File: config.mk
export PLATFORM = sky130hd
export DESIGN_NAME = hub_port_ctrl
export DESIGN_NICKNAME = d
export VERILOG_FILES = /design/src/design/sync_bits.v /design/src/design/ref_clock_check.v /design/src/design/hub_port_ctrl.v
export VERILOG_INCLUDE_DIRS = /design/src /design/src/include
export SDC_FILE = /design/constraint.sdc
export NUM_CORES = 1
export LEC_CHECK = 0
export BUFFER_PORTS_ARGS = -buffer_cell sky130_fd_sc_hd__buf_2
export CAP_MARGIN = 0
export CORE_MARGIN = 2
export CORE_UTILIZATION = 35
export DETAILED_ROUTE_END_ITERATION = 12
export GPL_TIMING_DRIVEN = 0
export PLACE_DENSITY = 0.53
export REMOVE_ABC_BUFFERS = 1
export SKIP_LAST_GASP = 1
export SYNTH_ARGS = -nofsm -noshare
export SYNTH_HDL_FRONTEND = slang
export SYNTH_SLANG_ARGS = --single-unit
export TNS_END_PERCENT = 1
File: constraint.sdc
create_clock -name clk_sys -period 2.1 [get_ports clk_sys]
set_input_delay 0.63 -clock clk_sys [delete_from_list [all_inputs] [get_ports clk_sys]]
set_output_delay 0.63 -clock clk_sys [all_outputs]
set_load 0.005 [all_outputs]
File: src/include/hub_consts.vh
// Constants for the hub port power, status and repeater block
`ifndef HUB_CONSTS_VH
`define HUB_CONSTS_VH

// ****************************************************************
// Register byte offsets
// ****************************************************************
`define REG_CTRL        8'h00
`define REG_POWER_SET   8'h04
`define REG_POWER_CLR   8'h08
`define REG_PORT_EN     8'h0C
`define REG_LOW_SPEED   8'h10
`define REG_STATUS      8'h14
`define REG_INT_STAT    8'h18
`define REG_INT_MASK    8'h1C

// ****************************************************************
// Field positions and reset values
// ****************************************************************
`define CTRL_GLOBAL_BIT     0
`define CTRL_UNSWITCHED_BIT 1
`define ST_SELF_BIT         4
`define ST_LOCAL_GOOD_BIT   5
`define ST_REF_OK_BIT       6
`define ST_TEST_OK_BIT      7
`define INT_LOCAL_BIT       4
`define CTRL_RST            2'h0
`define INT_MASK_RST        5'h00
`define RESP_OKAY           2'h0
`define RESP_SLVERR         2'h2

// ****************************************************************
// Timing
// ****************************************************************
`define CLK_SYS_HZ          25000000
`define CLK_SYS_PS          40000
`define OC_BLINK_HALF_MS    500
`define OC_BLINK_HALF_CYC   (`OC_BLINK_HALF_MS * (`CLK_SYS_HZ / 1000))
`define FS_BIT_TIME_PS      83333
`define LS_EN_BIT_TIMES     4
`define LS_EN_MAX_CYC       ((`LS_EN_BIT_TIMES * `FS_BIT_TIME_PS) / `CLK_SYS_PS)
`define REF_OSC_HZ          6000000
`define CORE_HZ             48000000
`define REF_MULT            (`CORE_HZ / `REF_OSC_HZ)
`define REF_PER_MIN_CYC     3
`define REF_PER_MAX_CYC     6

`endif

File: src/design/sync_bits.v
// Two flip-flop synchroniser for a group of asynchronous inputs
`timescale 1ns/100ps
module sync_bits #(
  parameter WIDTH = 1
) (
  input  wire             clk_sys,
  input  wire             rst_n,
  input  wire [WIDTH-1:0] async_in,
  output wire [WIDTH-1:0] sync_out
);
  reg [WIDTH-1:0] meta_r;
  reg [WIDTH-1:0] sync_r;

  always @(posedge clk_sys) begin
    if (!rst_n) begin
      meta_r <= {WIDTH{1'b0}};
      sync_r <= {WIDTH{1'b0}};
    end else begin
      meta_r <= async_in;
      sync_r <= meta_r;
    end
  end

  assign sync_out = sync_r;
endmodule // sync_bits

File: src/design/ref_clock_check.v
// Reference oscillator buffer and rate check
`timescale 1ns/100ps
`include "hub_consts.vh"
module ref_clock_check #(
  parameter PER_MIN = `REF_PER_MIN_CYC,
  parameter PER_MAX = `REF_PER_MAX_CYC
) (
  input  wire clk_sys,
  input  wire rst_n,
  input  wire osc_sync,
  output reg  osc_out,
  output reg  ref_ok
);
  reg [3:0] per_cnt_r;
  reg       osc_d_r;
  wire      rise = osc_sync & ~osc_d_r;

  // Inverting amplifier copy and period check of the reference
  always @(posedge clk_sys) begin
    if (!rst_n) begin
      osc_out   <= 1'b0;
      osc_d_r   <= 1'b0;
      per_cnt_r <= 4'h0;
      ref_ok    <= 1'b0;
    end else begin
      osc_out <= ~osc_sync;
      osc_d_r <= osc_sync;
      if (rise) begin
        per_cnt_r <= 4'h1;
        ref_ok    <= (per_cnt_r >= PER_MIN) && (per_cnt_r <= PER_MAX);
      end else if (per_cnt_r != 4'hF) begin
        per_cnt_r <= per_cnt_r + 4'h1;
      end else begin
        ref_ok <= 1'b0;
      end
    end
  end
endmodule // ref_clock_check

File: src/design/hub_port_ctrl.v
// Hub port power, overcurrent, indicator, repeater and register logic
`timescale 1ns/100ps
`include "hub_consts.vh"
module hub_port_ctrl #(
  parameter        NPORT     = 4,
  parameter        AW        = 8,
  parameter [31:0] BLINK_CYC = `OC_BLINK_HALF_CYC
) (
  input  wire             clk_sys,
  input  wire             rst_n,
  input  wire [AW-1:0]    s_axi_awaddr,
  input  wire             s_axi_awvalid,
  output wire             s_axi_awready,
  input  wire [31:0]      s_axi_wdata,
  input  wire [3:0]       s_axi_wstrb,
  input  wire             s_axi_wvalid,
  output wire             s_axi_wready,
  output reg  [1:0]       s_axi_bresp,
  output reg              s_axi_bvalid,
  input  wire             s_axi_bready,
  input  wire [AW-1:0]    s_axi_araddr,
  input  wire             s_axi_arvalid,
  output wire             s_axi_arready,
  output reg  [31:0]      s_axi_rdata,
  output reg  [1:0]       s_axi_rresp,
  output reg              s_axi_rvalid,
  input  wire             s_axi_rready,
  output wire             irq,
  input  wire             osc_in,
  output wire             osc_out,
  input  wire             test_in,
  input  wire             self_powered_sel,
  input  wire             local_supply_sense,
  input  wire [NPORT-1:0] overcurrent_sense_n,
  output reg  [NPORT-1:0] port_power_enable,
  output reg  [NPORT-1:0] port_indicator_n,
  input  wire             preamble_seen,
  input  wire             upstream_dp_in,
  input  wire             upstream_dm_in,
  output reg              upstream_dp_out,
  output reg              upstream_dm_out,
  output reg              upstream_oe,
  input  wire [NPORT-1:0] down_dp_in,
  input  wire [NPORT-1:0] down_dm_in,
  output reg  [NPORT-1:0] down_dp_out,
  output reg  [NPORT-1:0] down_dm_out,
  output reg  [NPORT-1:0] down_oe
);
  // ****************************************************************
  // Input synchronisers
  // ****************************************************************
  localparam SW = 2 * NPORT + NPORT + 6;
  wire [SW-1:0]    sync_v;
  wire [NPORT-1:0] oc_act;
  wire             self_pw, lps, test_ok, osc_s, up_dp, up_dm;
  wire [NPORT-1:0] dn_dp, dn_dm;
  wire             ref_ok;
  wire             self_good = self_pw & lps;

  sync_bits #(.WIDTH(SW)) u_sync (
    .clk_sys  (clk_sys),
    .rst_n    (rst_n),
    .async_in ({~overcurrent_sense_n, self_powered_sel, local_supply_sense,
                test_in, osc_in, upstream_dp_in, upstream_dm_in,
                down_dp_in, down_dm_in}),
    .sync_out (sync_v)
  );
  assign {oc_act, self_pw, lps, test_ok, osc_s, up_dp, up_dm,
          dn_dp, dn_dm} = sync_v;

  ref_clock_check u_ref (
    .clk_sys  (clk_sys),
    .rst_n    (rst_n),
    .osc_sync (osc_s),
    .osc_out  (osc_out),
    .ref_ok   (ref_ok)
  );

  // ****************************************************************
  // AXI4-Lite slave
  // ****************************************************************
  reg [AW-1:0]    awaddr_r, araddr_r;
  reg             aw_have_r, w_have_r;
  reg [31:0]      wdata_r;
  reg [3:0]       wstrb_r;
  reg [1:0]       ctrl_r;
  reg [NPORT-1:0] en_r, ls_r, blink_r, oc_d_r;
  reg [4:0]       int_stat_r, int_mask_r;
  reg             lps_d_r;
  wire            wr_go = aw_have_r & w_have_r & ~s_axi_bvalid;
  wire            wr_b0 = wr_go & wstrb_r[0];
  wire            wr_ok = (awaddr_r[1:0] == 2'h0) && (awaddr_r <= `REG_INT_MASK);
  wire            rd_ok = (araddr_r[1:0] == 2'h0) && (araddr_r <= `REG_INT_MASK);
  reg             ar_have_r;

  assign s_axi_awready = ~aw_have_r;
  assign s_axi_wready  = ~w_have_r;
  assign s_axi_arready = ~ar_have_r & ~s_axi_rvalid;

  always @(posedge clk_sys) begin
    if (!rst_n) begin
      aw_have_r    <= 1'b0;
      w_have_r     <= 1'b0;
      awaddr_r     <= {AW{1'b0}};
      wdata_r      <= 32'h0000_0000;
      wstrb_r      <= 4'h0;
      s_axi_bvalid <= 1'b0;
      s_axi_bresp  <= `RESP_OKAY;
      ar_have_r    <= 1'b0;
      araddr_r     <= {AW{1'b0}};
      s_axi_rvalid <= 1'b0;
      s_axi_rresp  <= `RESP_OKAY;
      s_axi_rdata  <= 32'h0000_0000;
    end else begin
      if (s_axi_awvalid & ~aw_have_r) begin
        aw_have_r <= 1'b1;
        awaddr_r  <= s_axi_awaddr;
      end
      if (s_axi_wvalid & ~w_have_r) begin
        w_have_r <= 1'b1;
        wdata_r  <= s_axi_wdata;
        wstrb_r  <= s_axi_wstrb;
      end
      if (wr_go) begin
        aw_have_r    <= 1'b0;
        w_have_r     <= 1'b0;
        s_axi_bvalid <= 1'b1;
        s_axi_bresp  <= wr_ok ? `RESP_OKAY : `RESP_SLVERR;
      end else if (s_axi_bready) begin
        s_axi_bvalid <= 1'b0;
      end
      if (s_axi_arvalid & s_axi_arready) begin
        ar_have_r <= 1'b1;
        araddr_r  <= s_axi_araddr;
      end
      if (ar_have_r) begin
        ar_have_r    <= 1'b0;
        s_axi_rvalid <= 1'b1;
        s_axi_rresp  <= rd_ok ? `RESP_OKAY : `RESP_SLVERR;
        case (araddr_r)
          `REG_CTRL:      s_axi_rdata <= {30'h0000_0000, ctrl_r};
          `REG_POWER_SET: s_axi_rdata <= {28'h000_0000, port_power_enable};
          `REG_POWER_CLR: s_axi_rdata <= {28'h000_0000, port_power_enable};
          `REG_PORT_EN:   s_axi_rdata <= {28'h000_0000, en_r};
          `REG_LOW_SPEED: s_axi_rdata <= {28'h000_0000, ls_r};
          `REG_STATUS:    s_axi_rdata <= {24'h00_0000, test_ok, ref_ok,
                                          self_good, self_pw, oc_act};
          `REG_INT_STAT:  s_axi_rdata <= {27'h000_0000, int_stat_r};
          `REG_INT_MASK:  s_axi_rdata <= {27'h000_0000, int_mask_r};
          default:        s_axi_rdata <= 32'h0000_0000;
        endcase
      end else if (s_axi_rready) begin
        s_axi_rvalid <= 1'b0;
      end
    end
  end

  // ****************************************************************
  // Power, overcurrent, enable and indicator per port
  // ****************************************************************
  wire             glob   = ctrl_r[`CTRL_GLOBAL_BIT];
  wire             unsw   = ctrl_r[`CTRL_UNSWITCHED_BIT] & self_pw;
  wire [NPORT-1:0] wset   = (wr_b0 && awaddr_r == `REG_POWER_SET) ?
                            wdata_r[NPORT-1:0] : {NPORT{1'b0}};
  wire [NPORT-1:0] wclr   = (wr_b0 && awaddr_r == `REG_POWER_CLR) ?
                            wdata_r[NPORT-1:0] : {NPORT{1'b0}};
  wire [NPORT-1:0] set_c  = glob ? {NPORT{|wset}} : wset;
  wire [NPORT-1:0] clr_c  = glob ? {NPORT{|wclr}} : wclr;
  wire [NPORT-1:0] oc_new = oc_act & ~oc_d_r;
  wire [NPORT-1:0] oc_f   = glob ? {NPORT{|oc_act}} : oc_act;
  wire [NPORT-1:0] oc_e   = glob ? {NPORT{|oc_new}} : oc_new;
  wire             wr_en  = wr_b0 && awaddr_r == `REG_PORT_EN;
  reg  [31:0]      blink_cnt_r;
  reg              blink_ph_r;

  always @(posedge clk_sys) begin
    if (!rst_n) begin
      blink_cnt_r <= 32'h0000_0000;
      blink_ph_r  <= 1'b0;
      oc_d_r      <= {NPORT{1'b0}};
    end else begin
      oc_d_r <= oc_act;
      if (blink_cnt_r >= BLINK_CYC - 32'h0000_0001) begin
        blink_cnt_r <= 32'h0000_0000;
        blink_ph_r  <= ~blink_ph_r;
      end else begin
        blink_cnt_r <= blink_cnt_r + 32'h0000_0001;
      end
    end
  end

  genvar i;
  generate
    for (i = 0; i < NPORT; i = i + 1) begin : g_port
      always @(posedge clk_sys) begin
        if (!rst_n) begin
          port_power_enable[i] <= 1'b0;
          en_r[i]              <= 1'b0;
          ls_r[i]              <= 1'b0;
          blink_r[i]           <= 1'b0;
          port_indicator_n[i]  <= 1'b1;
        end else begin
          if (oc_f[i] | clr_c[i] | ~test_ok) begin
            port_power_enable[i] <= 1'b0;
          end else if (set_c[i] | unsw) begin
            port_power_enable[i] <= 1'b1;
          end
          if (oc_f[i] | ~port_power_enable[i] | ~test_ok) begin
            en_r[i] <= 1'b0;
          end else if (wr_en) begin
            en_r[i] <= wdata_r[i];
          end
          if (wr_b0 && awaddr_r == `REG_LOW_SPEED) begin
            ls_r[i] <= wdata_r[i];
          end
          if (oc_e[i]) begin
            blink_r[i] <= 1'b1;
          end else if (clr_c[i]) begin
            blink_r[i] <= 1'b0;
          end
          port_indicator_n[i] <= blink_r[i] ? ~blink_ph_r :
                                 ~(en_r[i] & port_power_enable[i]);
        end
      end
    end
  endgenerate

  // ****************************************************************
  // Control, interrupt status and mask
  // ****************************************************************
  wire [4:0] int_ev = {self_pw & (lps ^ lps_d_r), oc_e};
  wire [4:0] w1c    = (wr_b0 && awaddr_r == `REG_INT_STAT) ?
                      wdata_r[4:0] : 5'h00;
  assign irq = |(int_stat_r & int_mask_r);

  always @(posedge clk_sys) begin
    if (!rst_n) begin
      ctrl_r     <= `CTRL_RST;
      int_mask_r <= `INT_MASK_RST;
      int_stat_r <= 5'h00;
      lps_d_r    <= 1'b0;
    end else begin
      lps_d_r    <= lps;
      int_stat_r <= (int_stat_r & ~w1c) | int_ev;
      if (wr_b0 && awaddr_r == `REG_CTRL) begin
        ctrl_r <= wdata_r[1:0];
      end
      if (wr_b0 && awaddr_r == `REG_INT_MASK) begin
        int_mask_r <= wdata_r[4:0];
      end
    end
  end

  // ****************************************************************
  // Repeater
  // ****************************************************************
  localparam ST_IDLE = 3'b001;
  localparam ST_DOWN = 3'b010;
  localparam ST_UP   = 3'b100;
  reg [2:0]       st_r;
  reg [1:0]       src_r;
  reg             se0_r, lswin_r;
  reg [1:0]       act_src;
  reg             act_any;
  reg [NPORT-1:0] dn_idle;
  integer         k;

  always @* begin
    act_any = 1'b0;
    act_src = 2'h0;
    for (k = NPORT - 1; k >= 0; k = k - 1) begin
      dn_idle[k] = ls_r[k] ? (dn_dm[k] & ~dn_dp[k]) : (dn_dp[k] & ~dn_dm[k]);
      if (en_r[k] & ~dn_idle[k]) begin
        act_any = 1'b1;
        act_src = k[1:0];
      end
    end
  end

  wire up_j    = up_dp & ~up_dm;
  wire up_se0  = ~up_dp & ~up_dm;
  wire src_se0 = ~dn_dp[src_r] & ~dn_dm[src_r];
  wire src_idl = dn_idle[src_r];
  wire [NPORT-1:0] fwd = en_r & (~ls_r | {NPORT{lswin_r}});

  always @(posedge clk_sys) begin
    if (!rst_n) begin
      st_r            <= ST_IDLE;
      src_r           <= 2'h0;
      se0_r           <= 1'b0;
      lswin_r         <= 1'b0;
      upstream_dp_out <= 1'b1;
      upstream_dm_out <= 1'b0;
      upstream_oe     <= 1'b0;
      down_dp_out     <= {NPORT{1'b0}};
      down_dm_out     <= {NPORT{1'b0}};
      down_oe         <= {NPORT{1'b0}};
    end else begin
      case (st_r)
        ST_IDLE: begin
          se0_r   <= 1'b0;
          lswin_r <= 1'b0;
          down_oe <= {NPORT{1'b0}};
          upstream_oe <= 1'b0;
          if (~up_j & test_ok) begin
            st_r <= ST_DOWN;
          end else if (act_any & test_ok) begin
            st_r  <= ST_UP;
            src_r <= act_src;
          end
        end
        ST_DOWN: begin
          if (preamble_seen) begin
            lswin_r <= 1'b1;
          end
          down_dp_out <= {NPORT{up_dp}};
          down_dm_out <= {NPORT{up_dm}};
          down_oe     <= fwd & {NPORT{test_ok}};
          if (up_se0) begin
            se0_r <= 1'b1;
          end else if (se0_r & up_j) begin
            st_r <= ST_IDLE;
          end
        end
        ST_UP: begin
          upstream_dp_out <= dn_dp[src_r];
          upstream_dm_out <= dn_dm[src_r];
          upstream_oe     <= 1'b1;
          if (~en_r[src_r]) begin
            st_r <= ST_IDLE;
          end else if (src_se0) begin
            se0_r <= 1'b1;
          end else if (se0_r & src_idl) begin
            st_r <= ST_IDLE;
          end
        end
        default: st_r <= ST_IDLE;
      endcase
    end
  end
endmodule // hub_port_ctrl

==> results of run 1 <==
-- final cells by class --
type	instances	area, µm²	area share
clock buffer	23	478	0.0585
clock inverter	9	140	0.0172
inverter	17	66.3	0.00812
multi-input combinational	543	3360	0.412
sequential	166	3320	0.407
tap	265	332	0.0406
timing repair buffer	89	465	0.0570
-- metal layers --
layer	track usage	routed length, µm
met5	0	0
met2	0.247	7420
met3	0.0368	649
met1	0.199	7760
met4	0.0520	250
-- per-stage QoR --
stage                     hold WS [ns]  instance area (µm²)  power [mW]  instances   util
final                            0.358                 8170        6.95       1112  0.420
after global routing             0.354                 8170        7.22       1112  0.420
after CTS                        0.341                 8130        7.03       1110  0.418
after detailed placement         0.419                 7480        3.77       1077  0.384
after global placement           0.413                 7460        3.76       1076  0.383
after floorplan                  0.408                 6690        3.61        724      -
-- kinds of logic (layout without fill, tap and decap cells) --
logic type,after synthesis,in the layout
buffers and inverters,84,138
AO/OA/AOI/OAI,114,114
adder cells (fa/ha/maj),3,3
flip-flops,166,166
other,1,34
AND/OR/NAND/NOR,321,323
XOR/XNOR,24,24
multiplexers,45,45
-- timing repair --
item                       CTS  global route
buffers inserted             1             0
resized for setup            8             4
cloned                       0             2
setup endpoints to repair   68            44
pin swaps                    2             0
-- cell usage in the layout, fill, tap and decap left out, types with 6 or more instances in the layout --
cell / count
a21oi_1: 40
clkbuf_16: 17
mux2i_1: 36
nand2_1: 67
dfxtp_1: 166
xnor2_1: 16
or3_1: 9
and2_1: 38
inv_1: 16
nand4_1: 7
nor3_1: 11
nor4_1: 7
conb_1: 34
o21ai_0: 21
xor2_1: 8
nand2b_1: 9
nand3_1: 24
nor2b_1: 15
buf_2: 86
nor3b_1: 6
nor2_1: 90
-- registers in the layout, indices dropped and copies added, names as in the netlist, 5 cells and up --
name and flops:
blink_cnt_r 32, u_sync.meta_r 18, u_sync.sync_out 18, araddr_r 8
awaddr_r 8, s_axi_rdata 8, int_mask_r 5, int_stat_r 5
wdata_r 5
-- report_power, final --
part | switching [mW] | internal (mW)
clock network | 1.27 | 1.98
registers | 0.103 | 3.25
logic | 0.192 | 0.159
total | 1.57 | 5.39
-- final timing paths --
| path | from | to | slack (ns) | depth (start not counted) |
|---|---|---|---|---|
| min reg2reg | u_sync.sync_out[10] | u_ref.osc_out | 0.43 | 1 |
| max reg2reg | blink_cnt_r[0] | blink_cnt_r[7] | -0.04 | 6 |
| min | overcurrent_sense_n[3] | u_sync.meta_r[17] | 0.36 | 2 |
| max | blink_cnt_r[0] | blink_cnt_r[7] | -0.04 | 6 |
==> metrics.md, run 1 <==
| Metric | Value |
|---|---|
| H-Tree Depth | 4 |
| Tcrit/Tclk final | 1.02 |
| Count of input and output buffers | 87 |
| Number of enable flip-flop cells after synthesis | 0 |
| Initial DRT Pass Iterations | 4 |
| RSZ-0062 raised after global routing | yes |
| Syn Inst Count | 758 |
| Fraction of registers with async set/reset | 0 |
| Worst path top cell family by delay | simple AND/OR/NAND/NOR gates |
| Post-Synth Simple-Gate Area | 0.239 |
| Outcome | finished with violations |
| Mapped cell area | 6960 µm² |
| Die Span Y | around 150 µm |
| Most numerous cell in the Yosys netlist | dfxtp_1 |
| Die area | 21,000 µm² |
| Synth warnings | 0 |
| Max Slew Vio Count | 0 |
| Syn-to-layout area delta | 17.3% |
| Clk slew on worst S/H paths | 0.07 ns |
| Slowest-stage cell, CP | or3b_4 |
| Max-slew headroom | 0.371 |
| Clk_skew | 0.0107 ns |
| # rows | 51 |
| GRT Util Overall | 0.152 |
| Register area share after synthesis | 0.477 |
| WL per Instance | 14.5 µm |
| Post-synthesis compound-gate area fraction | 0.107 |
| Crit-path cells | ha_1 -> and4_1 -> or3_1 -> a21oi_2 -> or3b_4 -> nor2_1 |
| Max-cap violations | 0 |
| Initial Util | 0.358 |
| Vias per cell | 4.79 |
| Synth Area in XOR/XNOR | 0.0302 |
| # diodes | 0 |
| Nets | 915 |
| CTS max path bufs | 2 |
| # hold bufs at CTS | 0 |
| CTS tree | built |
| Initial antenna violation count | 0 |
| Largest family of logic cells by synthesized area | simple AND/OR/NAND/NOR gates |
| Worst min path class | input port to register |
| Clock Latency Late Sink | 0.43 ns |
| Critical path's largest stage delay | a little over 0.5 ns |
| Share of cells above drive strength 1 | 0.176 |
| Ports | 144 |
| Vias | 5,326 |
| Drt initial violations | between 200 and 300 |
| # setup viols final | 12 |
| Synth area leader | dfxtp_1 |
| Fin. Hold Viols | 0 |
| Mux contribution to synthesized area | 0.0744 |
| Worst Path Required | 2.46 ns |
| Total gr overflow | 0 |
| LEAKAGE | 3.14 nW |
| Core Footprint | around 19,000 µm² |
| Ys flop type | dfxtp_1 |
| Routed Antenna Nets | 0 |
| Worst setup margin | -0.0416 ns |
| Commonest cells post-synth | dfxtp_1, nor2_1, nand2_1, a21oi_1, and2_1 |
| Top post-synthesis cells by area | dfxtp_1, mux2i_1, nor2_1 |
| DRC errors left | 0 |
| Yosys reg bits | between 150 and 200 |
| WP buf/inv | 0 |
| Critical path capture point type | register |
| Setup TNS | -0.303 ns |
| Worst Path Max Fanout | 12 |
| Slew at the pin closest to its max-slew limit | 0.941 ns |
| Cell variety after synth | 69 |
| Failing checks | setup timing |
| Power density cells | 852 nW/µm² |
| Tmin final | 2.14 ns |
| Startpoint Class | register |
| Die W | 145 µm |
| Syn_area_per_cell | 9.19 µm² |
| Worst slack at placement | -1.39 ns |
| First-pass GRT wire length | 25,600 µm |
| Total CTS buffers | 17 |
| Critical path class | register to register |
| TritonCTS Sinks | 166 |
| Vias in the first global route | around 5k |
| Post-Synth Adder-Cell Area | 0.00539 |
| WL final | 16,100 µm |
| HPWL after DPL | ~11,000 µm |
| Max VDD drop | 0.000664 V |
| Max Clk Rate | approximately 470 MHz |
| # fillers | approximately 2k |
| Placer Congestion | 0.771 |
| Root buf cell | clkbuf_16 |
| Largest net degree at the start of global routing | 59 |
| Top-area cell type share of the netlist area | 0.477 |
| Worst Path Arrival | approximately 2.5 ns |
Note: power is estimated with default switching activity, not from simulation.
==> inputs of run 2 (changes only) <==
REMOVE_ABC_BUFFERS = not set   (was 1)
SYNTH_HIERARCHICAL = 1   (was not set)
==> run 2 against run 1 <==
The flow still finishes with violations (setup timing). Cell count is 7.4% higher. Non-clock buffer count is 65 higher. Critical endpoint is now blink_cnt_r[20]. Critical path depth is 1 higher. Fmax is 1.4% lower. Synthesized cell count is 1.8% higher. Worst setup slack worse by 0.031 ns. Combinational power is 33% higher. Largest power group unchanged.
==> metrics.md, run 2 <==
| Metric | Value |
|---|---|
| Placer Congestion | 0.824 (+6.9%) |
| Total CTS buffers | 17 (unchanged) |
| Synth warnings | 6 (+6) |
| Fin. Hold Viols | 0 (unchanged) |
| Max-slew headroom | 0.565 (+0.193) |
| Buffers inserted by post-CTS timing repair | 0 (-1) |
| Cell variety after synth | 71 (+2.9%) |
| RSZ-0062 raised after global routing | yes |
| Syn_area_per_cell | 9.30 µm² (+1.2%) |
| WL per Instance | 14.3 µm (-1.1%) |
| Startpoint Class | register |
| Worst slack at placement | -0.724 ns (+0.668 ns) |
| Outcome | finished with violations |
| Register area | 3320 µm² (unchanged) |
| Clock Latency Late Sink | 0.42 ns (about the same) |
| WL final | 17,100 µm (+6.2%) |
| Top post-synthesis cells by area | dfxtp_1, mux2i_1, nand2_1 |
| Core Footprint | 20,200 µm² (+3.6%) |
| Area occupied by multi-input gates | 3540 µm² (+5.3%) |
| Final std cell area, no fill | 8700 µm² (+6.5%) |
| CTS max path bufs | 2 (unchanged) |
| Crit-path cells | ha_1 -> nand4_1 -> nand4_1 -> nand4_1 -> nand3_1 -> clkbuf_1 -> nor2_1 |
| # hold bufs at CTS | 0 (unchanged) |
| WP buf/inv | 1 (+1) |
| Tmin final | 2.17 ns (+0.0313 ns) |
| # diodes | 0 (unchanged) |
| Count of input and output buffers | 87 (unchanged) |
| Power density cells | 805 nW/µm² (-5.5%) |
| Slew at the pin closest to its max-slew limit | 0.651 ns (-0.290 ns) |
| Hold path depth | 2 (unchanged) |
| Vias per cell | 4.67 (-2.6%) |
| HPWL after DPL | 12,700 µm (+16%) |
| DRC errors left | 0 (unchanged) |
| Cell mode on critical path | nand4_1 |
| Largest family of logic cells by synthesized area | simple AND/OR/NAND/NOR gates |
| Yosys reg bits | 166 (unchanged) |
| Post-synthesis compound-gate area fraction | 0.111 (+0.00392) |
| Ys flop type | dfxtp_1 |
| Vias in the first global route | 5,382 (+9.1%) |
| Max-cap violations | 0 (unchanged) |
| # rows | 52 (+2.0%) |
| Tcrit/Tclk final | 1.03 (+0.0149) |
| # fillers | 2,062 (+5.0%) |
| Die area | 21,700 µm² (+3.0%) |
| WP depth | 7 (+1) |
| Syn Inst Count | 772 (+1.8%) |
| Die W | 147 µm (+1.5%) |
| Fraction of registers with async set/reset | 0 (unchanged) |
| GRT Util Overall | 0.163 (+0.0102) |
| Total gr overflow | 0 (unchanged) |
| Die Span Y | 147 µm (+1.5%) |
| Top-area cell type share of the netlist area | 0.463 (-0.0144) |
| Initial Util | 0.356 (-0.00181) |
| Synth area leader | dfxtp_1 |
| Share of cells above drive strength 1 | 0.241 (+0.0654) |
| H-Tree Depth | 4 (unchanged) |
| Post-Synth Adder-Cell Area | 0.00523 (-0.000163) |
| Design Power | 7.00 mW (+0.69%) |
| Largest net degree at the start of global routing | 17 (-71%) |
| Setup TNS | -0.582 ns (-0.279 ns) |
| Max reg flops | 32 (unchanged) |
| Max Slew Vio Count | 0 (unchanged) |
| Clk_skew | 0.00909 ns (-0.00159 ns) |
| Worst min path class | input port to register |
| Vias | 5,572 (+4.6%) |
| Post-Synth Simple-Gate Area | 0.262 (+0.0233) |
| Routed Antenna Nets | 0 (unchanged) |
| Most numerous cell in the Yosys netlist | dfxtp_1 |
| R2R Setup Slk | -0.07 ns (-0.03 ns) |
| Mapped cell area | 7180 µm² (+3.1%) |
| Max Clk Rate | 460 MHz (-1.4%) |
| Syn-to-layout area delta | 21.2% |
| Worst Path Max Fanout | 10 (-2) |
| # setup viols final | 11 (-1) |
| First-pass GRT wire length | 27,900 µm (+8.9%) |
| TritonCTS Sinks | 166 (unchanged) |
| LEAKAGE | 3.45 nW (+9.7%) |
| Mux contribution to synthesized area | 0.0674 (-0.00695) |
| Critical path class | register to register |
| CTS tree | built |
| Critical path's largest stage delay | 0.40 ns (-0.11 ns) |
| Reg2reg path depth | 7 (+1) |
| Initial antenna violation count | 0 (unchanged) |
| Initial DRT Pass Iterations | 5 (+1) |
| Nets | 992 (+8.4%) |
| Ports | 144 (unchanged) |
| Clk slew on worst S/H paths | 0.07 ns (about the same) |
| Synth Area in XOR/XNOR | 0.0281 (-0.00213) |
| Worst setup margin | -0.0730 ns (-0.0313 ns) |
| Register area share after synthesis | 0.463 (-0.0144) |
| Placed cell area | 8080 µm² (+8.0%) |
| Worst Path Required | 2.40 ns (-0.06 ns) |
| Slowest-stage cell, CP | dfxtp_1 |
| Critical path capture point type | register |
| Number of enable flip-flop cells after synthesis | 0 (unchanged) |
| Drt initial violations | 239 (-5.9%) |
| Commonest non-fill, non-tap cell in the layout | dfxtp_1 |
| Root buf cell | clkbuf_16 |
| Worst Path Arrival | 2.47 ns (-0.04 ns) |
| Failing checks | setup timing |
| Largest register by flop count | blink_cnt_r |
| Max VDD drop | 0.000552 V (-17%) |
| Commonest non-fill, non-tap cells in the layout | dfxtp_1, buf_2, nand2_1 |
| Commonest cells post-synth | dfxtp_1, nand2_1, nor2_1, nor2b_1 |
| Worst path top cell family by delay | simple AND/OR/NAND/NOR gates |
run 2: cell count changes after synthesis, moves of 7 or more:
cell      delta
a21oi_1     -24
and2_2      +36
nor2_1      -36
nor2b_1     +25
nand2_1     +11
a21boi_0    +21
xnor2_1      -7
and2_1      -30
run 2: metrics by stage:
| step | hold slack, ns | util | cells |
|---|---|---|---|
| floorplan | 0.415 | - | 805 |
| global placement | 0.431 | 0.400 | 1162 |
| detailed placement | 0.431 | 0.400 | 1162 |
| CTS | 0.404 | 0.431 | 1194 |
| global route | 0.399 | 0.431 | 1194 |
| finish | 0.423 | 0.431 | 1194 |
run 2: what timing repair did:
action | in CTS | in global routing
setup endpoints to repair | 50 | 51
gates cloned | 0 | 0
resized for setup | 2 | 3
run 2: area by class of cell:
type | instances | area share
Buffer | 67 | 0.0446
Clock buffer | 19 | 0.0509
Clock inverter | 13 | 0.0196
Inverter | 17 | 0.00733
Multi-Input combinational cell | 555 | 0.407
Sequential cell | 166 | 0.382
Tap cell | 270 | 0.0388
Timing Repair Buffer | 87 | 0.0501
run 2: worst paths after layout:
path,start,end
worst max-delay path,blink_cnt_r[0],blink_cnt_r[20]
worst min-delay path,down_dp_in[3],u_sync/meta_r[7]
worst max register to register,blink_cnt_r[0],blink_cnt_r[20]
worst min register to register,u_ref/osc_d_r,u_ref/ref_ok
run 2: power by group:
part           internal (mW)  switching, mW
clock network           1.92           1.30
logic                  0.222          0.244
registers               3.25         0.0674
total                   5.39           1.61
run 2: logic make-up (layout without fill, tap and decap cells):
family,after synthesis,after routing
simple gates,337,337
xor+xnor,23,23
compound gates,114,114
mux,44,44
fa+ha+maj,3,3
other cells,1,34
flops,166,166
buf+inv,84,203
run 2: routing by layer:
| layer | global-route usage | up-vias | share of wire |
|---|---|---|---|
| li1 | - | 2870 | - |
| met1 | 0.221 | 2566 | 0.48 |
| met2 | 0.257 | 114 | 0.46 |
| met3 | 0.0370 | 22 | 0.047 |
| met4 | 0.0519 | 0 | 0.016 |
| met5 | 0 | - | 0 |
run 2: worst register-to-register path, cell delays in order, from the launching register on:
cell      delay, ns
dfxtp_1        0.40
ha_1           0.25
nand4_1        0.25
nand4_1        0.17
nand4_1        0.18
nand3_1        0.30
clkbuf_1       0.40
nor2_1         0.10
==> inputs of run 3 (changes only) <==
MAX_ROUTING_LAYER = met4   (was not set)
==> run 3 against run 2 <==
The flow still finishes with violations (setup timing). First-iteration DRC count decreased by 4.2%. Worst setup slack got worse by 0.0088 ns. Sequential share of layout area unchanged. Sequential cell count unchanged. Cell count unchanged. Utilization unchanged. Clock-buffer cell count unchanged. Die area unchanged. Register-to-register slack about the same. Critical path type unchanged.
==> metrics.md, run 3 (synthesis results as in run 2) <==
| Metric | Value |
|---|---|
| Hold path start | down_dp_in[3] |
| Placer Congestion | 0.837 (+1.5%) |
| # setup viols final | 11 (unchanged) |
| Core Footprint | 20,200 µm² (unchanged) |
| Worst min path class | input port to register |
| # resized after CTS | 2 (unchanged) |
| # rows | 52 (unchanged) |
| Commonest non-fill, non-tap cell in the layout | dfxtp_1 |
| Failing checks | setup timing |
| TritonCTS Sinks | 166 (unchanged) |
| Worst setup margin | -0.0818 ns (-0.00885 ns) |
| Die area | 21,700 µm² (unchanged) |
| Initial Util | 0.356 (unchanged) |
| Drt initial violations | 229 (-4.2%) |
| LEAKAGE | 3.45 nW (unchanged) |
| Nets | 992 (unchanged) |
| WL per Instance | 14.3 µm (+0.14%) |
| # diodes | 0 (unchanged) |
| DRC errors left | 0 (unchanged) |
| Slew at the pin closest to its max-slew limit | 0.648 ns (-0.00308 ns) |
| Initial DRT Pass Iterations | 5 (unchanged) |
| Vias | 5,586 (+0.25%) |
| Tcrit/Tclk final | 1.04 (+0.00421) |
| CTS max path bufs | 2 (unchanged) |
| Largest register by flop count | blink_cnt_r |
| CTS tree | built |
| Count of input and output buffers | 87 (unchanged) |
| Startpoint Class | register |
| Max reg flops | 32 (unchanged) |
| Max Slew Vio Count | 0 (unchanged) |
| Critical path class | register to register |
| Buffers inserted by post-CTS timing repair | 0 (unchanged) |
| Die W | 147 µm (unchanged) |
| Placed cell area | 8080 µm² (unchanged) |
| RSZ-0062 raised after global routing | yes |
| Clk_skew | 0.00864 ns (-0.000449 ns) |
| Max VDD drop | 0.000553 V (about the same) |
| Initial antenna violation count | 0 (unchanged) |
| First-pass GRT wire length | 27,900 µm (-0.10%) |
| Commonest non-fill, non-tap cells in the layout | dfxtp_1, buf_2, nand2_1 |
| Routed Antenna Nets | 0 (unchanged) |
| GRT Util Overall | 0.167 (+0.00458) |
| Die Span Y | 147 µm (unchanged) |
| Share of cells above drive strength 1 | 0.241 (unchanged) |
| Worst Path Required | 2.40 ns (about the same) |
| Fin. Hold Viols | 0 (unchanged) |
| Vias in the first global route | 5,388 (+0.11%) |
| Max Clk Rate | 458 MHz (-0.41%) |
| Max-cap violations | 0 (unchanged) |
| Largest net degree at the start of global routing | 17 (unchanged) |
| WL final | 17,100 µm (+0.14%) |
| Clock Latency Late Sink | 0.42 ns (about the same) |
| Ports | 144 (unchanged) |
| Final std cell area, no fill | 8700 µm² (unchanged) |
| Hold path depth | 2 (unchanged) |
| Root buf cell | clkbuf_16 |
| Worst Path Max Fanout | 10 (unchanged) |
| Hold Crit Endpoint | u_sync/meta_r[7] |
| Worst slack at placement | -0.724 ns (unchanged) |
| R2R Setup Slk | -0.08 ns (about the same) |
| Max-slew headroom | 0.567 (+0.00206) |
| Tmin final | 2.18 ns (+0.00885 ns) |
| Total gr overflow | 0 (unchanged) |
| Vias per cell | 4.68 (+0.25%) |
| R2R Path Start | blink_cnt_r[0] |
| Syn-to-layout area delta | 21.2% (unchanged) |
| Total CTS buffers | 17 (unchanged) |
| Outcome | finished with violations |
| H-Tree Depth | 4 (unchanged) |
| Reg2reg path depth | 7 (unchanged) |
| Critical path capture point type | register |
| Design Power | 7.00 mW (about the same) |
| Worst reg2reg path endpoint | blink_cnt_r[20] |
| Clk slew on worst S/H paths | 0.07 ns (about the same) |
| # fillers | 2,062 (unchanged) |
| HPWL after DPL | 12,700 µm (unchanged) |
| Worst Path Arrival | 2.48 ns (about the same) |
| Power density cells | 805 nW/µm² (about the same) |
| # hold bufs at CTS | 0 (unchanged) |
run 3: cell counts in the layout (fill, tap and decap cells not counted):
No cell type changed its count.
run 3: final cells by class:
cell class / count / area, µm² / area share
Buffer: 67 / 388 / 0.0446
Clock buffer: 19 / 443 / 0.0509
Clock inverter: 13 / 170 / 0.0196
Inverter: 17 / 63.8 / 0.00733
Multi-Input combinational cell: 555 / 3540 / 0.407
Sequential cell: 166 / 3320 / 0.382
Tap cell: 270 / 338 / 0.0388
Timing Repair Buffer: 87 / 435 / 0.0501
run 3: per-layer routing:
layer,vias up,track usage,share of wire
li1,2866,-,-
met1,2584,0.221,0.48
met2,115,0.257,0.46
met3,21,0.0360,0.043
met4,0,0.0519,0.016
met5,-,-,0
run 3: worst max-delay path by stage:
stage,to,from,cells past startpoint
final,blink_cnt_r[20],blink_cnt_r[0],7
after global routing,blink_cnt_r[15],blink_cnt_r[0],7
after CTS,int_stat_r[3],awaddr_r[3],5
after detailed placement,st_r[0],rst_n,5
after global placement,st_r[0],rst_n,5
after floorplan,st_r[0],src_r[1],5
run 3: per-stage QoR:
step	TNS, ns	utilization	hold slack, ns	instances
after floorplan	0	-	0.415	805
after global placement	-20.72	0.400	0.431	1162
after CTS	-3.18	0.431	0.404	1194
after detailed placement	-21.04	0.400	0.431	1162
final	-0.663	0.431	0.422	1194
after global routing	-6.29	0.431	0.401	1194
run 3: where the power goes:
| group | switching (mW) | total (mW) | internal [mW] | leakage (nW) |
|---|---|---|---|---|
| combinational | 0.244 | 0.466 | 0.222 | 1.80 |
| clock | 1.30 | 3.22 | 1.92 | 0.291 |
| sequential | 0.0676 | 3.32 | 3.25 | 1.36 |
run 3: worst max-delay path, stage by stage (launching register included):
cell and delay (ns):
dfxtp_1 0.40, ha_1 0.25, nand4_1 0.25, nand4_1 0.17, nand4_1 0.18, nand3_1 0.30, clkbuf_1 0.40, nor2_1 0.10
